### src/chan_mode_pkg.sv
/*
  Package for the channel mode configuration register bank: register
  indices, field positions, reset values and decoded mode enumerations.
  Assumes one 20 MHz clock and an Avalon-MM slave with byte addressing.
*/
// Overview of operation
// - reads of reserved addresses return all ones, normal cycle.
// - writes to reserved addresses complete but change nothing.
// - unused bits read zero unless software wrote ones since reset (here they always read zero; writes to them are not kept).
// - mode-irrelevant bits stay readable and writable, ignored in current mode.
// - every register reachable as a byte; groups also as 16 or 32 bits (here each register is byte lane 0 of its own word).
// - reset clears a defined subset of control registers to zero.
// - encoding 00 gives NRZ if PLL is NRZI, Manchester if FM.
// - encoding 01 NRZI, 10 FM0, 11 FM1 for both directions.
// - bit-oriented: bit 5 selects one or two octet control field.
// - char/async: bit 5 picks even/odd parity or forced bit value.
// - bisync: bit 5 selects EBCDIC or odd-parity ASCII comparisons.
// - bit-oriented secondary: bits 4:3 select address field format.
// - char/async: bits 4:3 select none, reserved, computed, forced parity.
// - protocol 000 bit-oriented primary, no address compare, all to FIFO.
// - protocol 001 secondary, address compared unless extended addressing.
// - protocol 010 loop mode, transmit echoes receive by two bits.
// - loop go-active-on-poll starts sending on zero then seven ones.
// - loop-sending status bit 6 asserts as loop transmission begins.
// - without go-active-on-poll loop transmitter only echoes received data.
// - protocol 011 loop mode with address comparison disabled.
// - protocol 100 dual-sync, sync on both patterns including parity.
// - protocol 101 bisync dual-sync; software programs 8 bits, no parity.
// - protocol 110 single-sync for external sync, 111 asynchronous.
package chan_mode_pkg;
  localparam int ADDR_W = 8;
  // word indices; byte address is four times the index
  localparam logic [5:0] IDX_MODE_A = 6'h00;
  localparam logic [5:0] IDX_SYNC1_A = 6'h02;
  localparam logic [5:0] IDX_SYNC2_A = 6'h03;
  localparam logic [5:0] IDX_STATUS_A = 6'h19;
  localparam logic [5:0] IDX_CMD_A = 6'h0F;
  localparam logic [5:0] IDX_CHAN_B = 6'h20;
  localparam logic [7:0] MODE_RESET = 8'h00;
  localparam logic [7:0] STATUS_RESET = 8'h00;
  localparam logic [7:0] SYNC_RESET = 8'h00;
  localparam logic [7:0] NULL_DATA = 8'hFF;
  localparam int ENC_HI = 7;
  localparam int ENC_LO = 6;
  localparam int B5_POS = 5;
  localparam int F43_HI = 4;
  localparam int F43_LO = 3;
  localparam int PROT_HI = 2;
  localparam int LOOP_SEND_POS = 6;
  localparam int LOOP_DELAY_BITS = 2;
  localparam int EOP_ONES = 7;
  // command codes written to the command register
  localparam logic [7:0] CMD_GO_ON_LOOP = 8'h01;
  localparam logic [7:0] CMD_GO_OFF_LOOP = 8'h02;
  localparam logic [7:0] CMD_GO_ACTIVE_POLL = 8'h03;
  localparam logic [7:0] CMD_TX_ENABLE = 8'h04;
  localparam logic [7:0] CMD_TX_DISABLE = 8'h05;
  localparam logic [7:0] CMD_PLL_NRZI = 8'h06;
  localparam logic [7:0] CMD_PLL_FM = 8'h07;
  typedef enum logic [2:0] {
    LINE_NRZ, LINE_MANCH, LINE_NRZI, LINE_FM0, LINE_FM1
  } line_code_type;
  typedef enum logic [2:0] {
    PROTO_BOP_PRI, PROTO_BOP_SEC, PROTO_LOOP, PROTO_LOOP_NOADDR,
    PROTO_DUAL_SYNC, PROTO_BISYNC, PROTO_SINGLE_SYNC, PROTO_ASYNC
  } proto_type;
  typedef enum logic [1:0] {
    PAR_NONE, PAR_RESERVED, PAR_COMPUTED, PAR_FORCED
  } parity_type;
  typedef enum logic [1:0] {
    ADR_SINGLE, ADR_EXTENDED, ADR_DUAL, ADR_DUAL_GROUP
  } addr_fmt_type;
endpackage

### src/chan_mode_regs.sv
/*
  Dual-channel mode configuration bank: mode register, sync pattern
  registers, status and command register per channel, mode decode and a
  bit-oriented loop controller with two-bit echo and poll detection.
  Assumes ref_clk at 20 MHz, a line bit clock enable from the bit timing
  logic, and a line receive pin that is asynchronous to ref_clk.
*/
// Implementation choices: the placing of the registers and the Avalon-MM slave port.
`timescale 1ns/1ps
module chan_mode_regs (
  input wire logic ref_clk,
  input wire logic rst_n,
  input wire logic clk_en,
  input wire logic [chan_mode_pkg::ADDR_W-1:0] avs_address,
  input wire logic avs_read,
  input wire logic avs_write,
  input wire logic [31:0] avs_writedata,
  input wire logic [3:0] avs_byteenable,
  output logic [31:0] avs_readdata,
  output logic avs_waitrequest,
  input wire logic [1:0] bit_tick,
  input wire logic [1:0] rx_line,
  output logic [1:0] tx_line,
  output logic [1:0] loop_on,
  output chan_mode_pkg::line_code_type line_code_a,
  output chan_mode_pkg::line_code_type line_code_b,
  output chan_mode_pkg::proto_type proto_a,
  output chan_mode_pkg::proto_type proto_b,
  output chan_mode_pkg::parity_type parity_a,
  output chan_mode_pkg::parity_type parity_b,
  output logic [1:0] parity_odd,
  output logic [1:0] ctrl_two_octet,
  output logic [1:0] code_ascii,
  output logic [1:0] addr_compare,
  output logic [3:0] addr_fmt
);
  import chan_mode_pkg::*;

  logic [7:0] mode_q [2];
  logic [7:0] sync1_q [2];
  logic [7:0] sync2_q [2];
  logic [1:0] pll_fm_q;
  logic [1:0] tx_en_q;
  logic [1:0] poll_armed_q;
  logic [1:0] sending_q;
  logic [1:0] loop_q;
  logic [1:0] rx_meta_q;
  logic [1:0] rx_sync_q;
  logic [2:0] echo_q [2];
  logic [7:0] eop_q [2];
  logic ack_q;
  logic [31:0] rdata_q;
  logic [5:0] idx;
  logic chan;
  logic [5:0] loc;
  logic hit;
  logic [7:0] wbyte;
  logic [7:0] rbyte;
  line_code_type code_d [2];
  proto_type proto_d [2];

  // one wait state: the answer comes on the second edge of the request
  assign avs_waitrequest = (avs_read | avs_write) & ~ack_q;
  assign avs_readdata = rdata_q;

  // register bytes live at word indices; channel B mirrors at an offset
  assign idx = avs_address[7:2];
  assign chan = (idx >= IDX_CHAN_B);
  assign loc = chan ? idx - IDX_CHAN_B : idx;
  assign wbyte = avs_writedata[7:0];

  always_comb begin
    hit = 1'b1;
    rbyte = NULL_DATA;
    unique case (loc)
      IDX_MODE_A: rbyte = mode_q[chan];
      IDX_SYNC1_A: rbyte = sync1_q[chan];
      IDX_SYNC2_A: rbyte = sync2_q[chan];
      IDX_STATUS_A: begin
        rbyte = STATUS_RESET;
        rbyte[LOOP_SEND_POS] = sending_q[chan];
      end
      IDX_CMD_A: rbyte = 8'h00;
      default: hit = 1'b0;
    endcase
  end

  always_ff @(posedge ref_clk or negedge rst_n) begin
    if (!rst_n) begin
      ack_q <= 1'b0;
      rdata_q <= 32'h0000_0000;
    end else if (clk_en) begin
      ack_q <= (avs_read | avs_write) & ~ack_q;
      if (avs_read & ~ack_q) begin
        rdata_q <= {24'h00_0000, rbyte};
      end
    end
  end

  logic wr_go;
  assign wr_go = clk_en & avs_write & ack_q & avs_byteenable[0];

  always_ff @(posedge ref_clk or negedge rst_n) begin
    if (!rst_n) begin
      mode_q[0] <= MODE_RESET;
      mode_q[1] <= MODE_RESET;
    end else if (wr_go & hit & (loc == IDX_MODE_A)) begin
      mode_q[chan] <= wbyte;
    end
  end

  always_ff @(posedge ref_clk or negedge rst_n) begin
    if (!rst_n) begin
      sync1_q[0] <= SYNC_RESET;
      sync1_q[1] <= SYNC_RESET;
      sync2_q[0] <= SYNC_RESET;
      sync2_q[1] <= SYNC_RESET;
    end else if (wr_go & hit) begin
      if (loc == IDX_SYNC1_A) begin
        sync1_q[chan] <= wbyte;
      end
      if (loc == IDX_SYNC2_A) begin
        sync2_q[chan] <= wbyte;
      end
    end
  end

  genvar g;
  generate
    for (g = 0; g < 2; g++) begin : g_ch
      logic cmd_hit;
      logic is_loop;
      logic eop_seen;
      assign cmd_hit = wr_go & hit & (loc == IDX_CMD_A) & (chan == g);
      assign is_loop = (proto_d[g] == PROTO_LOOP) | (proto_d[g] == PROTO_LOOP_NOADDR);
      // zero then seven ones
      // includes the bit arriving now, so the final one can become the flag zero
      assign eop_seen = ({eop_q[g][6:0], rx_sync_q[g]} == {1'b0, {EOP_ONES{1'b1}}});

      // encoding 00 follows the PLL mode
      always_comb begin
        unique case (mode_q[g][ENC_HI:ENC_LO])
          2'b00: code_d[g] = pll_fm_q[g] ? LINE_MANCH : LINE_NRZ;
          2'b01: code_d[g] = LINE_NRZI;
          2'b10: code_d[g] = LINE_FM0;
          2'b11: code_d[g] = LINE_FM1;
        endcase
      end
      assign proto_d[g] = proto_type'(mode_q[g][PROT_HI:0]);

      always_ff @(posedge ref_clk or negedge rst_n) begin
        if (!rst_n) begin
          pll_fm_q[g] <= 1'b0;
          tx_en_q[g] <= 1'b0;
          loop_q[g] <= 1'b0;
        end else if (cmd_hit) begin
          if (wbyte == CMD_PLL_FM) pll_fm_q[g] <= 1'b1;
          if (wbyte == CMD_PLL_NRZI) pll_fm_q[g] <= 1'b0;
          if (wbyte == CMD_TX_ENABLE) tx_en_q[g] <= 1'b1;
          if (wbyte == CMD_TX_DISABLE) tx_en_q[g] <= 1'b0;
          if (wbyte == CMD_GO_ON_LOOP) loop_q[g] <= 1'b1;
          if (wbyte == CMD_GO_OFF_LOOP) loop_q[g] <= 1'b0;
        end
      end

      always_ff @(posedge ref_clk or negedge rst_n) begin
        if (!rst_n) begin
          rx_meta_q[g] <= 1'b1;
          rx_sync_q[g] <= 1'b1;
        end else if (clk_en) begin
          rx_meta_q[g] <= rx_line[g];
          rx_sync_q[g] <= rx_meta_q[g];
        end
      end

      always_ff @(posedge ref_clk or negedge rst_n) begin
        if (!rst_n) begin
          echo_q[g] <= 3'b111;
          eop_q[g] <= 8'h00;
        end else if (clk_en & bit_tick[g]) begin
          echo_q[g] <= {echo_q[g][1:0], rx_sync_q[g]};
          eop_q[g] <= {eop_q[g][6:0], rx_sync_q[g]};
        end
      end

      // poll arming, set wins over the clear while sending
      always_ff @(posedge ref_clk or negedge rst_n) begin
        if (!rst_n) begin
          poll_armed_q[g] <= 1'b0;
          sending_q[g] <= 1'b0;
        end else if (clk_en) begin
          if (cmd_hit & (wbyte == CMD_GO_ACTIVE_POLL)) begin
            poll_armed_q[g] <= 1'b1;
          end else if (sending_q[g]) begin
            poll_armed_q[g] <= 1'b0;
          end
          if (bit_tick[g] & is_loop & loop_q[g] & tx_en_q[g] & poll_armed_q[g]
              & eop_seen) begin
            sending_q[g] <= 1'b1;
          end else if (~is_loop | ~loop_q[g] | ~tx_en_q[g]) begin
            sending_q[g] <= 1'b0;
          end
        end
      end

      always_ff @(posedge ref_clk or negedge rst_n) begin
        if (!rst_n) begin
          tx_line[g] <= 1'b1;
        end else if (clk_en & bit_tick[g]) begin
          // last one turned to zero forming a flag
          if (is_loop & loop_q[g] & ~sending_q[g] & tx_en_q[g] & poll_armed_q[g]
              & eop_seen) begin
            tx_line[g] <= 1'b0;
          end else if (is_loop & loop_q[g] & ~sending_q[g]) begin
            tx_line[g] <= echo_q[g][LOOP_DELAY_BITS-1];
          end else if (~is_loop) begin
            tx_line[g] <= 1'b1;
          end
        end
      end

      assign ctrl_two_octet[g] = mode_q[g][B5_POS] & (proto_d[g] <= PROTO_LOOP_NOADDR);
      assign parity_odd[g] = mode_q[g][B5_POS];
      assign code_ascii[g] = mode_q[g][B5_POS] & (proto_d[g] == PROTO_BISYNC);
      assign addr_fmt[2*g+1:2*g] = mode_q[g][F43_HI:F43_LO];
      assign addr_compare[g] = (proto_d[g] == PROTO_BOP_SEC)
                               & (mode_q[g][F43_HI:F43_LO] != 2'b01);
      assign loop_on[g] = loop_q[g];
    end
  endgenerate

  assign line_code_a = code_d[0];
  assign line_code_b = code_d[1];
  assign proto_a = proto_d[0];
  assign proto_b = proto_d[1];
  assign parity_a = parity_type'(mode_q[0][F43_HI:F43_LO]);
  assign parity_b = parity_type'(mode_q[1][F43_HI:F43_LO]);

endmodule // chan_mode_regs

### config.mk
export PLATFORM = sky130hd
export DESIGN_NAME = chan_mode_regs
export DESIGN_NICKNAME = d
export VERILOG_FILES = /design/src/chan_mode_pkg.sv /design/src/chan_mode_regs.sv
export SDC_FILE = /design/constraint.sdc
export NUM_CORES = 1
export LEC_CHECK = 0
export BUFFER_PORTS_ARGS = -buffer_cell sky130_fd_sc_hd__buf_2
export CAP_MARGIN = 20
export CORE_ASPECT_RATIO = 1.4
export CORE_UTILIZATION = 30
export DETAILED_ROUTE_END_ITERATION = 10
export SLEW_MARGIN = 20
export SYNTH_ARGS = -nofsm -noshare
export SYNTH_HDL_FRONTEND = slang
export SYNTH_SLANG_ARGS = --single-unit
### constraint.sdc
create_clock -name ref_clk -period 1.84 [get_ports ref_clk]
set_input_delay 0.276 -clock ref_clk [delete_from_list [all_inputs] [get_ports ref_clk]]
set_output_delay 0.276 -clock ref_clk [all_outputs]
set_load 0.03 [all_outputs]
# Yosys cells after proc, flatten, opt, wreduce, memory -nomap -nowiden
# Index checks and enable logic that the tools add are counted.
dict set report word_totals {
  register_bits 91
  inputBits 53
  output_inout_bits 65
  elab_cells 194
}
dict set report op_classes {
  add_sub_neg 1
  order_cmp 6
  eq_ne 31
  n_mux 43
  bitwise 58
  reduce_logical 27
}
# operator n
set op_table {}
lappend op_table {{two-way mux 8 bit} 10}
lappend op_table {{bitwise mux 16 bit} 3}
lappend op_table {{AND 1 bit} 40}
lappend op_table {{one-hot mux 8 bit (5 select lines)} 1}
lappend op_table {{equality test 8 x 3 -> 1 bit (second input constant)} 4}
lappend op_table {{AND reduction 2 bit} 15}
lappend op_table {{two-way mux 1 bit} 25}
lappend op_table {{one-hot mux 3 bit (4 select lines)} 2}
lappend op_table {{equality test 8 x 2 -> 1 bit (second input constant)} 2}
lappend op_table {{equality test 8 x 7 -> 1 bit (second input constant)} 2}
lappend op_table {{nonzero test 2 bit} 7}
lappend op_table {{equality test 3 x 2 -> 1 bit (second input constant)} 4}
lappend op_table {{equality test 6 x 2 -> 1 bit (second input constant)} 2}
lappend op_table {{inverter 1 bit} 10}
lappend op_table {{demux 8 bit (select 1 bit)} 1}
lappend op_table {{equality test 2 bit (second input constant)} 4}
lappend op_table {{equality test 8 x 1 -> 1 bit (second input constant)} 1}
lappend op_table {{OR 1 bit} 7}
lappend op_table {{equality test 3 x 1 -> 1 bit (second input constant)} 2}
lappend op_table {{equality test 3 bit (second input constant)} 2}
lappend op_table {{equality test 6 x 4 -> 1 bit (second input constant)} 1}
lappend op_table {{equality test 6 x 5 -> 1 bit (second input constant)} 1}
lappend op_table {{greater-or-equal comparator 6 bit (second input constant)} 1}
lappend op_table {{less-or-equal comparator 3 x 2 -> 1 bit (second input constant)} 2}
lappend op_table {{13 further kinds} 17}

# Logic depth before layout (Yosys ltp)
# Gate-level depths: netlist of run 1.
dict set report depth {
  depth_word 11
  depth_mapped 6
  depth_no_buf 4
}

# Worst setup path after synthesis of run 1
# Ideal clock, no wire load.
dict set report synth_path {
  path_kind {input port to flip-flop}
  start {input port avs_address[5] in the netlist's numbering}
  end {register mode_q (netlist bit addr_fmt[1])}
  setup_time_ns 0.125
  arrival_time_ns 1.803
  path_slack_ns -0.088
  path_stages 6
  path_buffers 2
  path_cell_list {clkbuf_2 > or4_1 > or2_1 > buf_6 > nor2_8 > mux2_2}
}
dict set report synth_via {
  elab_chain_len 7
}
# item line
set synth_rtl {}
lappend synth_rtl {{start: declaration} chan_mode_regs.sv:14} ;# input wire logic [chan_mode_pkg::ADDR_W-1:0] avs_address,
lappend synth_rtl {{subtractor 6 bit or greater-or-equal comparator 6 bit (tied branches)} {chan_mode_regs.sv:69, chan_mode_regs.sv:68}}
lappend synth_rtl {{two-way mux 6 bit or inverter 1 -> 2 bit (tied branches)} {chan_mode_regs.sv:69, chan_mode_regs.sv:108}}
lappend synth_rtl {{equality test 6 x 2 -> 1 bit (tied with other cells)} chan_mode_regs.sv:75} ;# unique case (loc)
lappend synth_rtl {{OR reduction 5 bit (no line) or logical AND 1 bit (tied branches)} --}
lappend synth_rtl {{two-way mux 1 bit or two-way mux 8 bit (tied branches)} {chan_mode_regs.sv:75, chan_mode_regs.sv:108}}
lappend synth_rtl {{AND 1 bit or demux 8 bit (select 1 bit) (tied branches)} {chan_mode_regs.sv:107, chan_mode_regs.sv:108}}
lappend synth_rtl {{AND 1 bit or bitwise mux 16 bit (tied branches)} {chan_mode_regs.sv:107, chan_mode_regs.sv:108}}
lappend synth_rtl {{end signal: indexed assignment} chan_mode_regs.sv:108} ;# mode_q[chan] <= wbyte;
lappend synth_rtl {{end: declaration} chan_mode_regs.sv:39} ;# logic [7:0] mode_q [2];
# Several ways; a longest one is shown, not always the timed one.
# A chain may end at the register's enable or synchronous reset.

# Final worst setup path of run 1
dict set report layout_path {
  start {register mode_q[6] in the netlist's numbering}
  end {output port line_code_b[0]}
}
dict set report layout_via {
  elab_chain_len 2
}
# item line
set layout_rtl {}
lappend layout_rtl {{equality test 2 bit (tied with other cells)} chan_mode_regs.sv:142} ;# unique case (mode_q[g][ENC_HI:ENC_LO])
lappend layout_rtl {{one-hot mux 3 bit (4 select lines) *} chan_mode_regs.sv:142}
lappend layout_rtl {{end: declaration} chan_mode_regs.sv:26} ;# output chan_mode_pkg::line_code_type line_code_b,
# Mark *: on every way between the ends. The rest lies on a longest branch, timed or not.

==> results of run 1 <==
[layout make-up]
type | instances | area [um^2]
fill | 1499 | 9610
multi-input combinational | 249 | 2070
clock buffer | 13 | 250
antenna | 1 | 2.50
clock inverter | 3 | 15.0
tap | 192 | 240
timing repair buffer | 98 | 606
inverter | 10 | 37.5
sequential | 91 | 2290
[worst register-to-register path: stages (launching register included)]
cell and delay, ps:
dfrtp_1 400, nand4_2 150, nand2b_4 230, nor4_4 230, buf_4 230, mux2_2 360
[power by group through the flow]
stage | combinational [mW] | clock [mW] | sequential [mW]
floorplan | 0.502 | 0 | 2.46
global placement | 0.751 | 0 | 2.42
detailed placement | 0.774 | 0 | 2.44
CTS | 0.778 | 1.71 | 2.41
global route | 0.843 | 1.80 | 2.44
finish | 0.766 | 1.68 | 2.40
[state kept, by name, indices dropped and copies added (netlist names), 4 cells and up]
| name | flops |
|---|---|
| avs_readdata | 8 |
| addr_fmt | 4 |
| echo_q | 4 |
| mode_q | 4 |
| sync1_q | 16 |
| eop_q | 14 |
| sync2_q | 16 |
[layer usage]
layer  up-vias  part of all wire  track usage
li1       1473                 -            -
met3        24             0.035       0.0366
met4         0             0.043       0.0788
met5         -                 0            0
met1      1632              0.39        0.164
met2        85              0.53        0.275
[placed cells by master (no fill, tap or decap), types with 3 or more instances in the layout]
cell type  instances
a22oi_1            6
or4_1              3
clkbuf_1           3
nand3_1            5
o32a_2             4
nor2_1            17
nand4b_1           3
clkinv_2           3
o32a_1             3
dfrtp_1           81
a21oi_1            6
and3b_1            3
clkbuf_16          9
and3_1             4
nand2_1           18
buf_2             63
mux2i_1           16
conb_1            24
buf_4             32
mux2_2            68
and4b_1            3
a31oi_1           10
ha_1               6
nor2b_1            6
o21ai_0            3
nor4_1             4
dfstp_2           10
nand2b_1           3
inv_1             10
[path summary, 6_finish.rpt]
kind,startpoint,endpoint,slack [ps],cells past startpoint
max,mode_q[6],line_code_b[0],60,4
min,rx_line[0],rx_meta_q[0],160,2
max reg2reg,ack_q,sync2_q[11],120,5
min reg2reg,echo_q[0],echo_q[0],460,2
max in group asynchronous,rst_n,echo_q[4],770,3
min in group asynchronous,rst_n,addr_fmt[0],440,2
[through the flow]
stage               utilization  cells  hold WS [ps]  setup slack [ps]  power [mW]
floorplan                     -    408         -19.6             -31.7        2.97
global placement          0.345    637           274              -138        3.18
detailed placement        0.345    637           278              -167        3.21
CTS                       0.363    654           151              36.1        4.90
global route              0.364    657           151              5.97        5.08
finish                    0.364    657           160              58.9        4.84
[kinds of logic after synthesis]
family | count (synthesis) | synth area share
fa+ha+maj | 6 | 0.0160
compound gates | 43 | 0.0683
simple gates | 88 | 0.124
flops | 91 | 0.488
buf+inv | 68 | 0.0909
mux | 88 | 0.212
other cells | 1 | 0.000799
[timing repair]
item	in CTS	in global routing
hold buffers	1	0
endpoints found under the setup margin	0	1
hold endpoints to repair	25	0
setup buffers	0	2
==> flow_summary.yaml, run 1 <==
sta:
  slew_violations: 0
  slew_headroom: 0.665
  clock_skew_ps: 6.56
  final.period_utilization: 0.968
  rsz0062_at_grt: "no"
  worstMarginPinSlew_ps: 502
  fmax_ghz: 0.561
  min_period_ps: 1780
  finalSetupTns_ps: 0
  setup_viol: 0
  hold_viol: 0
worst_hold_path:
  hold_class: "in -> reg"
critical_path:
  worst-path-buf-inv: 2
  critPathKind: "reg -> out"
  worstPathMaxFanout: 4
  critPathMaxStageDelay_ps: 410
  critical_path.startpoint_type: "flop"
  critPathArrivalTime_ps: 1510
  end_kind: "primary output"
  cp_slowest_cell: "dfrtp_1"
  crit_required_ps: 1560
  crit_family: "flip-flops"
  cp_cell_sequence: "inv_1, ha_1, mux2_2, buf_2"
floorplanning:
  start_util: 0.310
  ios: 118
  die_y_um: 150
  die_x_um: 108
  die_area_mm2: 0.0162
  coreArea_mm2: 0.0151
  num_rows: 53
detailed_routing:
  first_iter_violations: 127
  routed_wire_length_per_instance_um: 17.1
  drc: 0
  viasPerCell: 4.89
  drtPass1Iterations: 4
  final_antenna_net_count: 0
  via_count: 3214
  drt-total-wl_um: 11300
synth:
  ys_seq_area_frac: 0.488
  syn-mean-instance-area_um2: 12.2
  yosys-top-cells-count: "dfrtp_1 (81), mux2_2 (69), buf_4 (40)"
  syn_area_mm2: 0.00469
  synth.distinct_cells: 55
  synth.top_cell.area_share: 0.432
  yosysWarnings: 0
  yosys-top-cells-area: "dfrtp_1 (43%), mux2_2 (17%), buf_4 (6.4%)"
  synth.most_common_cell: "dfrtp_1"
  synthCells: 385
  synth_seq_cells: 91
  synth_edf_count: 0
  yosys.area.top_type: "dfrtp_1"
  synth_ff_type: "dfrtp_1"
  synth-async-reset-ratio: 1.00
clock_network:
  cts_resized: 0
  h-tree-depth: 3
  cts.sinks: 91
  clk_latency_ps: 350
  clkTransAtPathRegs_ps: 60
  clockBufferDepth: 2
  cts-buffers-inserted: 9
  cts_tree: "yes"
  clockRootBuffer: "clkbuf_16"
finish:
  final_nets: 518
  drive_gt1_frac: 0.438
  syn2layout_area_growth_pct: 17.4
  fin_area_mm2: 0.00551
job:
  maxCapViolations: 0
global_routing:
  grt_antenna_before_repair: 1
  track_usage: 0.153
  grt-ovfl-total: 0
  grt_pass1_vias: 3434
  grt_pass1_wl_um: 18300
  grt_max_degree: 37
pwr:
  vdd_drop_max_v: 0.000497
  internal_power_mw: 3.48
  pwr-share-comb: 0.158
  p_sw_frac: 0.281
  switching_power_mw: 1.36
  clockPowerShare: 0.346
  power.density_mw_per_mm2: 880
  p_seq_frac: 0.496
  power_leakage_nw: 2.72
placement:
  finalWeightedCongestion: 0.809
  place_area_mm2: 0.00521
  dp_hpwl_um: 8670
  io_buffers: 64
outcome:
  status: "completed"
Power figures use the tool's default switching activity.
==> run 2, diff against run 1 <==
Settings changed: RECOVER_POWER set to 100.
==> run 2 against run 1 <==
Effect of this change: wire length increased by 0.41%; sequential cell count stayed put; worst hold slack is essentially flat; via count fell by 0.50%; sequential share of layout area increased by 0.92 points; non-clock buffer count unchanged; global-route usage is the same; critical path depth is the same; core utilization shrank 0.79 points; combinational power shrank 3.4%; first-iteration DRC count up 2.4%; final cell count stayed put; largest power group unchanged.
==> flow_summary.yaml, run 2 (same netlist as run 1, synthesis figures left out) <==
critical_path:
  worst-path-buf-inv: 2
  crit_family: "flip-flops"
  cp_cell_sequence: "inv_1, ha_1, mux2_2, clkbuf_2"
  critPathKind: "reg -> out"
  critical_path.startpoint_type: "flop"
  worstPathMaxFanout: 4
  end_kind: "primary output"
  critPathMaxStageDelay_ps: 410
  critPathArrivalTime_ps: 1510
  crit_required_ps: 1560
  cp_slowest_cell: "dfrtp_1"
detailed_routing:
  first_iter_violations: 130
  final_antenna_net_count: 0
  viasPerCell: 4.87
  routed_wire_length_per_instance_um: 17.2
  drc: 0
  drtPass1Iterations: 4
  drt-total-wl_um: 11300
  via_count: 3198
placement:
  dp_hpwl_um: 8670
  io_buffers: 64
  finalWeightedCongestion: 0.809
  dp.cells: 637
  pre_cts_ws_ps: -167
finish:
  drive_gt1_frac: 0.345
  final_nets: 518
  nFillCells: 1533
  layout_commonest_cell: "dfrtp_1"
  layoutNonFillerInstCount: 657
  syn2layout_area_growth_pct: 14.8
  reg_top3: "sync1_q x16, sync2_q x16, eop_q x14"
  mostFrequentLayoutCells: "dfrtp_1 (81), mux2_2 (68), clkbuf_1 (44)"
  fin_util: 0.356
clock_network:
  clockRootBuffer: "clkbuf_16"
  clk_latency_ps: 350
  h-tree-depth: 3
  clkTransAtPathRegs_ps: 60
  cts_tree: "yes"
  cts-buffers-inserted: 9
  cts_resized: 0
  cts.sinks: 91
  clockBufferDepth: 2
pwr:
  clockPowerShare: 0.348
  pwr-share-comb: 0.154
  power_leakage_nw: 2.55
  internal_power_mw: 3.46
  p_sw_frac: 0.281
  p_seq_frac: 0.499
  vdd_drop_max_v: 0.000498
  p_total_mw: 4.82
  switching_power_mw: 1.35
  power.density_mw_per_mm2: 894
floorplanning:
  die_area_mm2: 0.0162
  num_rows: 53
  die_y_um: 150
  ios: 118
  start_util: 0.310
  coreArea_mm2: 0.0151
  die_x_um: 108
sta:
  clock_skew_ps: 6.24
  fmax_ghz: 0.559
  rsz0062_at_grt: "no"
  min_period_ps: 1790
  setup_viol: 0
  final.period_utilization: 0.972
  hold_viol: 0
  setup_slack_ps: 51.1
  slew_violations: 0
  worstMarginPinSlew_ps: 968
  slew_headroom: 0.354
outcome:
  status: "completed"
global_routing:
  grt_antenna_before_repair: 1
  grt_pass1_vias: 3434
  grt_pass1_wl_um: 18300
  grt-ovfl-total: 0
  grt_max_degree: 37
  track_usage: 0.153
job:
  maxCapViolations: 0
worst_hold_path:
  hold_class: "in -> reg"
[run 2: power by group through the flow]
stage	combinational (mW)	clock (mW)	sequential, mW
floorplan	0.502	0	2.46
global placement	0.751	0	2.42
detailed placement	0.774	0	2.44
CTS	0.778	1.71	2.41
global route	0.816	1.80	2.44
finish	0.740	1.67	2.40
[run 2: cell type report]
type,instances,area [um^2],area share
inverters,10,37.5,0.00697
clock inverters,3,15.0,0.00279
multi-input cells,249,2040,0.378
clock buffers,13,250,0.0464
well taps,192,240,0.0446
diodes,1,2.50,0.000464
flip-flops and latches,91,2290,0.425
repair buffers,98,517,0.0959
[run 2: path summary, 6_finish.rpt]
check,start,endpoint,slack [ps],cells past startpoint
hold / removal,rx_line[0],rx_meta_q[0],160,2
min in group asynchronous,rst_n,addr_fmt[0],620,2
setup / recovery,mode_q[6],line_code_b[0],50,4
max in group asynchronous,rst_n,echo_q[4],330,3
setup reg to reg,ack_q,sync2_q[11],110,5
hold reg to reg,echo_q[0],echo_q[0],460,2
[run 2: repair_timing]
item                                   4_1_cts  5_1_grt
setup endpoints to repair                    0        1
hold buffers                                 1        0
setup buffers                                0        2
endpoints found under the hold margin       25        0
[run 2: metrics by stage]
stage                     TNS, ps  area [um^2]  hold WS (ps)
after floorplan              -449         4800         -19.6
after global placement      -1600         5210           274
after detailed placement    -1980         5210           278
after CTS                       0         5490           151
after global routing            0         5390           151
final                           0         5390           160
[run 2: per-layer routing]
metal / vias up / share of wire / global-route usage
met4: 0 / 0.042 / 0.0788
met3: 24 / 0.036 / 0.0366
li1: 1474 / - / -
met2: 83 / 0.53 / 0.275
met1: 1617 / 0.39 / 0.164
met5: - / 0 / 0
==> run 3, diff against run 2 <==
Settings changed: RECOVER_POWER 100 to 25.
==> run 3 against run 2 <==
Effect of this change: largest cell class unchanged; via count increased by 0.50%; sequential cell count unchanged; highest routed layer unchanged; die area unchanged.
==> flow_summary.yaml, run 3 (same netlist as run 1, synthesis figures left out) <==
finish:
  reg_top3: "sync1_q x16, sync2_q x16, eop_q x14"
  nFillCells: 1502
  drive_gt1_frac: 0.435
  layout_commonest_cell: "dfrtp_1"
  final_nets: 518
  mostFrequentLayoutCells: "dfrtp_1 (81), mux2_2 (68), buf_2 (62)"
  syn2layout_area_growth_pct: 17.2
worst_hold_path:
  hold_class: "in -> reg"
pwr:
  pwr-share-comb: 0.158
  clockPowerShare: 0.346
  p_sw_frac: 0.281
  switching_power_mw: 1.36
  power.density_mw_per_mm2: 880
  p_seq_frac: 0.496
  power_leakage_nw: 2.71
  internal_power_mw: 3.48
  vdd_drop_max_v: 0.000497
critical_path:
  endpoint: "line_code_b[0]"
  startpoint: "mode_q[6]"
  critical_path.startpoint_type: "flop"
  crit_required_ps: 1560
  end_kind: "primary output"
  worst-r2r-setup-slack_ps: 120
  r2r_cells: 5
  worstPathMaxFanout: 4
  r2r-end: "sync2_q[11]"
  critPathArrivalTime_ps: 1510
  critPathKind: "reg -> out"
  rr_startpoint: "ack_q"
detailed_routing:
  drt-total-wl_um: 11300
  first_iter_violations: 127
  via_count: 3214
  final_antenna_net_count: 0
  routed_wire_length_per_instance_um: 17.1
  drc: 0
  viasPerCell: 4.89
  drtPass1Iterations: 4
clock_network:
  clockRootBuffer: "clkbuf_16"
  cts-buffers-inserted: 9
  clockBufferDepth: 2
  clkTransAtPathRegs_ps: 60
  cts_tree: "yes"
  h-tree-depth: 3
  cts.sinks: 91
  clk_latency_ps: 350
  cts_resized: 0
sta:
  slew_headroom: 0.351
  clock_skew_ps: 6.56
  worstMarginPinSlew_ps: 974
  fmax_ghz: 0.561
  rsz0062_at_grt: "no"
  hold_viol: 0
  final.period_utilization: 0.968
  min_period_ps: 1780
  setup_slack_ps: 58.9
  slew_violations: 0
  setup_viol: 0
  finalSetupTns_ps: 0
global_routing:
  track_usage: 0.153
  grt_antenna_before_repair: 1
  grt_max_degree: 37
  grt-ovfl-total: 0
  grt_pass1_wl_um: 18300
  grt_pass1_vias: 3434
outcome:
  status: "completed"
placement:
  finalWeightedCongestion: 0.809
  dp_hpwl_um: 8670
  io_buffers: 64
  pre_cts_ws_ps: -167
floorplanning:
  num_rows: 53
  ios: 118
  die_x_um: 108
  die_y_um: 150
  coreArea_mm2: 0.0151
  die_area_mm2: 0.0162
  start_util: 0.310
job:
  maxCapViolations: 0
-- run 3: cell types whose count changed in the layout (fill, tap and decap cells not counted), moves of 2 or more --
cell,previous run,this run
buf_4,23,30
buf_2,22,62
clkbuf_2,10,2
clkbuf_1,44,4
nor4_4,0,2
-- run 3: area by class of cell --
class	instances	area [um^2]	area share
Inverter	10	37.5	0.00682
Sequential cell	91	2290	0.416
Timing Repair Buffer	98	599	0.109
Clock buffer	13	250	0.0455
Multi-Input combinational cell	249	2070	0.376
Tap cell	192	240	0.0437
Antenna cell	1	2.50	0.000455
Clock inverter	3	15.0	0.00273
-- run 3: timing repair --
item / 4_1_cts / 5_1_grt
hold endpoints to repair: 25 / 0
hold buffers: 1 / 0
setup buffers: 0 / 2
setup endpoints to repair: 0 / 1
-- run 3: power by group through the flow --
stage	Sequential [mW]	Combinational, mW	Clock, mW
3_5_place_dp	2.44	0.774	0
2_1_floorplan	2.46	0.502	0
3_3_place_gp	2.42	0.751	0
5_1_grt	2.44	0.841	1.80
4_1_cts	2.41	0.778	1.71
6_report	2.40	0.764	1.68
-- run 3: worst min-delay path by stage --
stage,startpoint,slack [ps],cells after the start,end
CTS,rx_line[0],150,2,rx_meta_q[0]
floorplan,rst_n,-20,0,ack_q
finish,rx_line[0],160,2,rx_meta_q[0]
global placement,rst_n,270,1,mode_q[14]
detailed placement,rst_n,280,1,pll_fm_q[0]
global route,rx_line[1],150,2,rx_meta_q[1]
-- run 3: critical path, cell delays in order (launching register included) --
cell and delay [ps]:
dfrtp_1 410, inv_1 100, ha_1 160, mux2_2 320, buf_2 170
-- run 3: metrics by stage --
step / instances / total power, mW / instance area (um^2) / utilization / hold slack [ps]
finish: 657 / 4.84 / 5500 / 0.364 / 159
global placement: 637 / 3.18 / 5210 / 0.345 / 274
detailed placement: 637 / 3.21 / 5210 / 0.345 / 278
CTS: 654 / 4.90 / 5490 / 0.363 / 151
global route: 657 / 5.07 / 5500 / 0.364 / 151
floorplan: 408 / 2.97 / 4800 / - / -19.6
-- run 3: per-layer routing --
metal | wire length (um) | track usage | vias up
met1 | 4360 | 0.164 | 1632
met5 | 0 | 0 | -
met2 | 6010 | 0.275 | 85
met3 | 393 | 0.0366 | 24
li1 | - | - | 1473
met4 | 487 | 0.0788 | 0
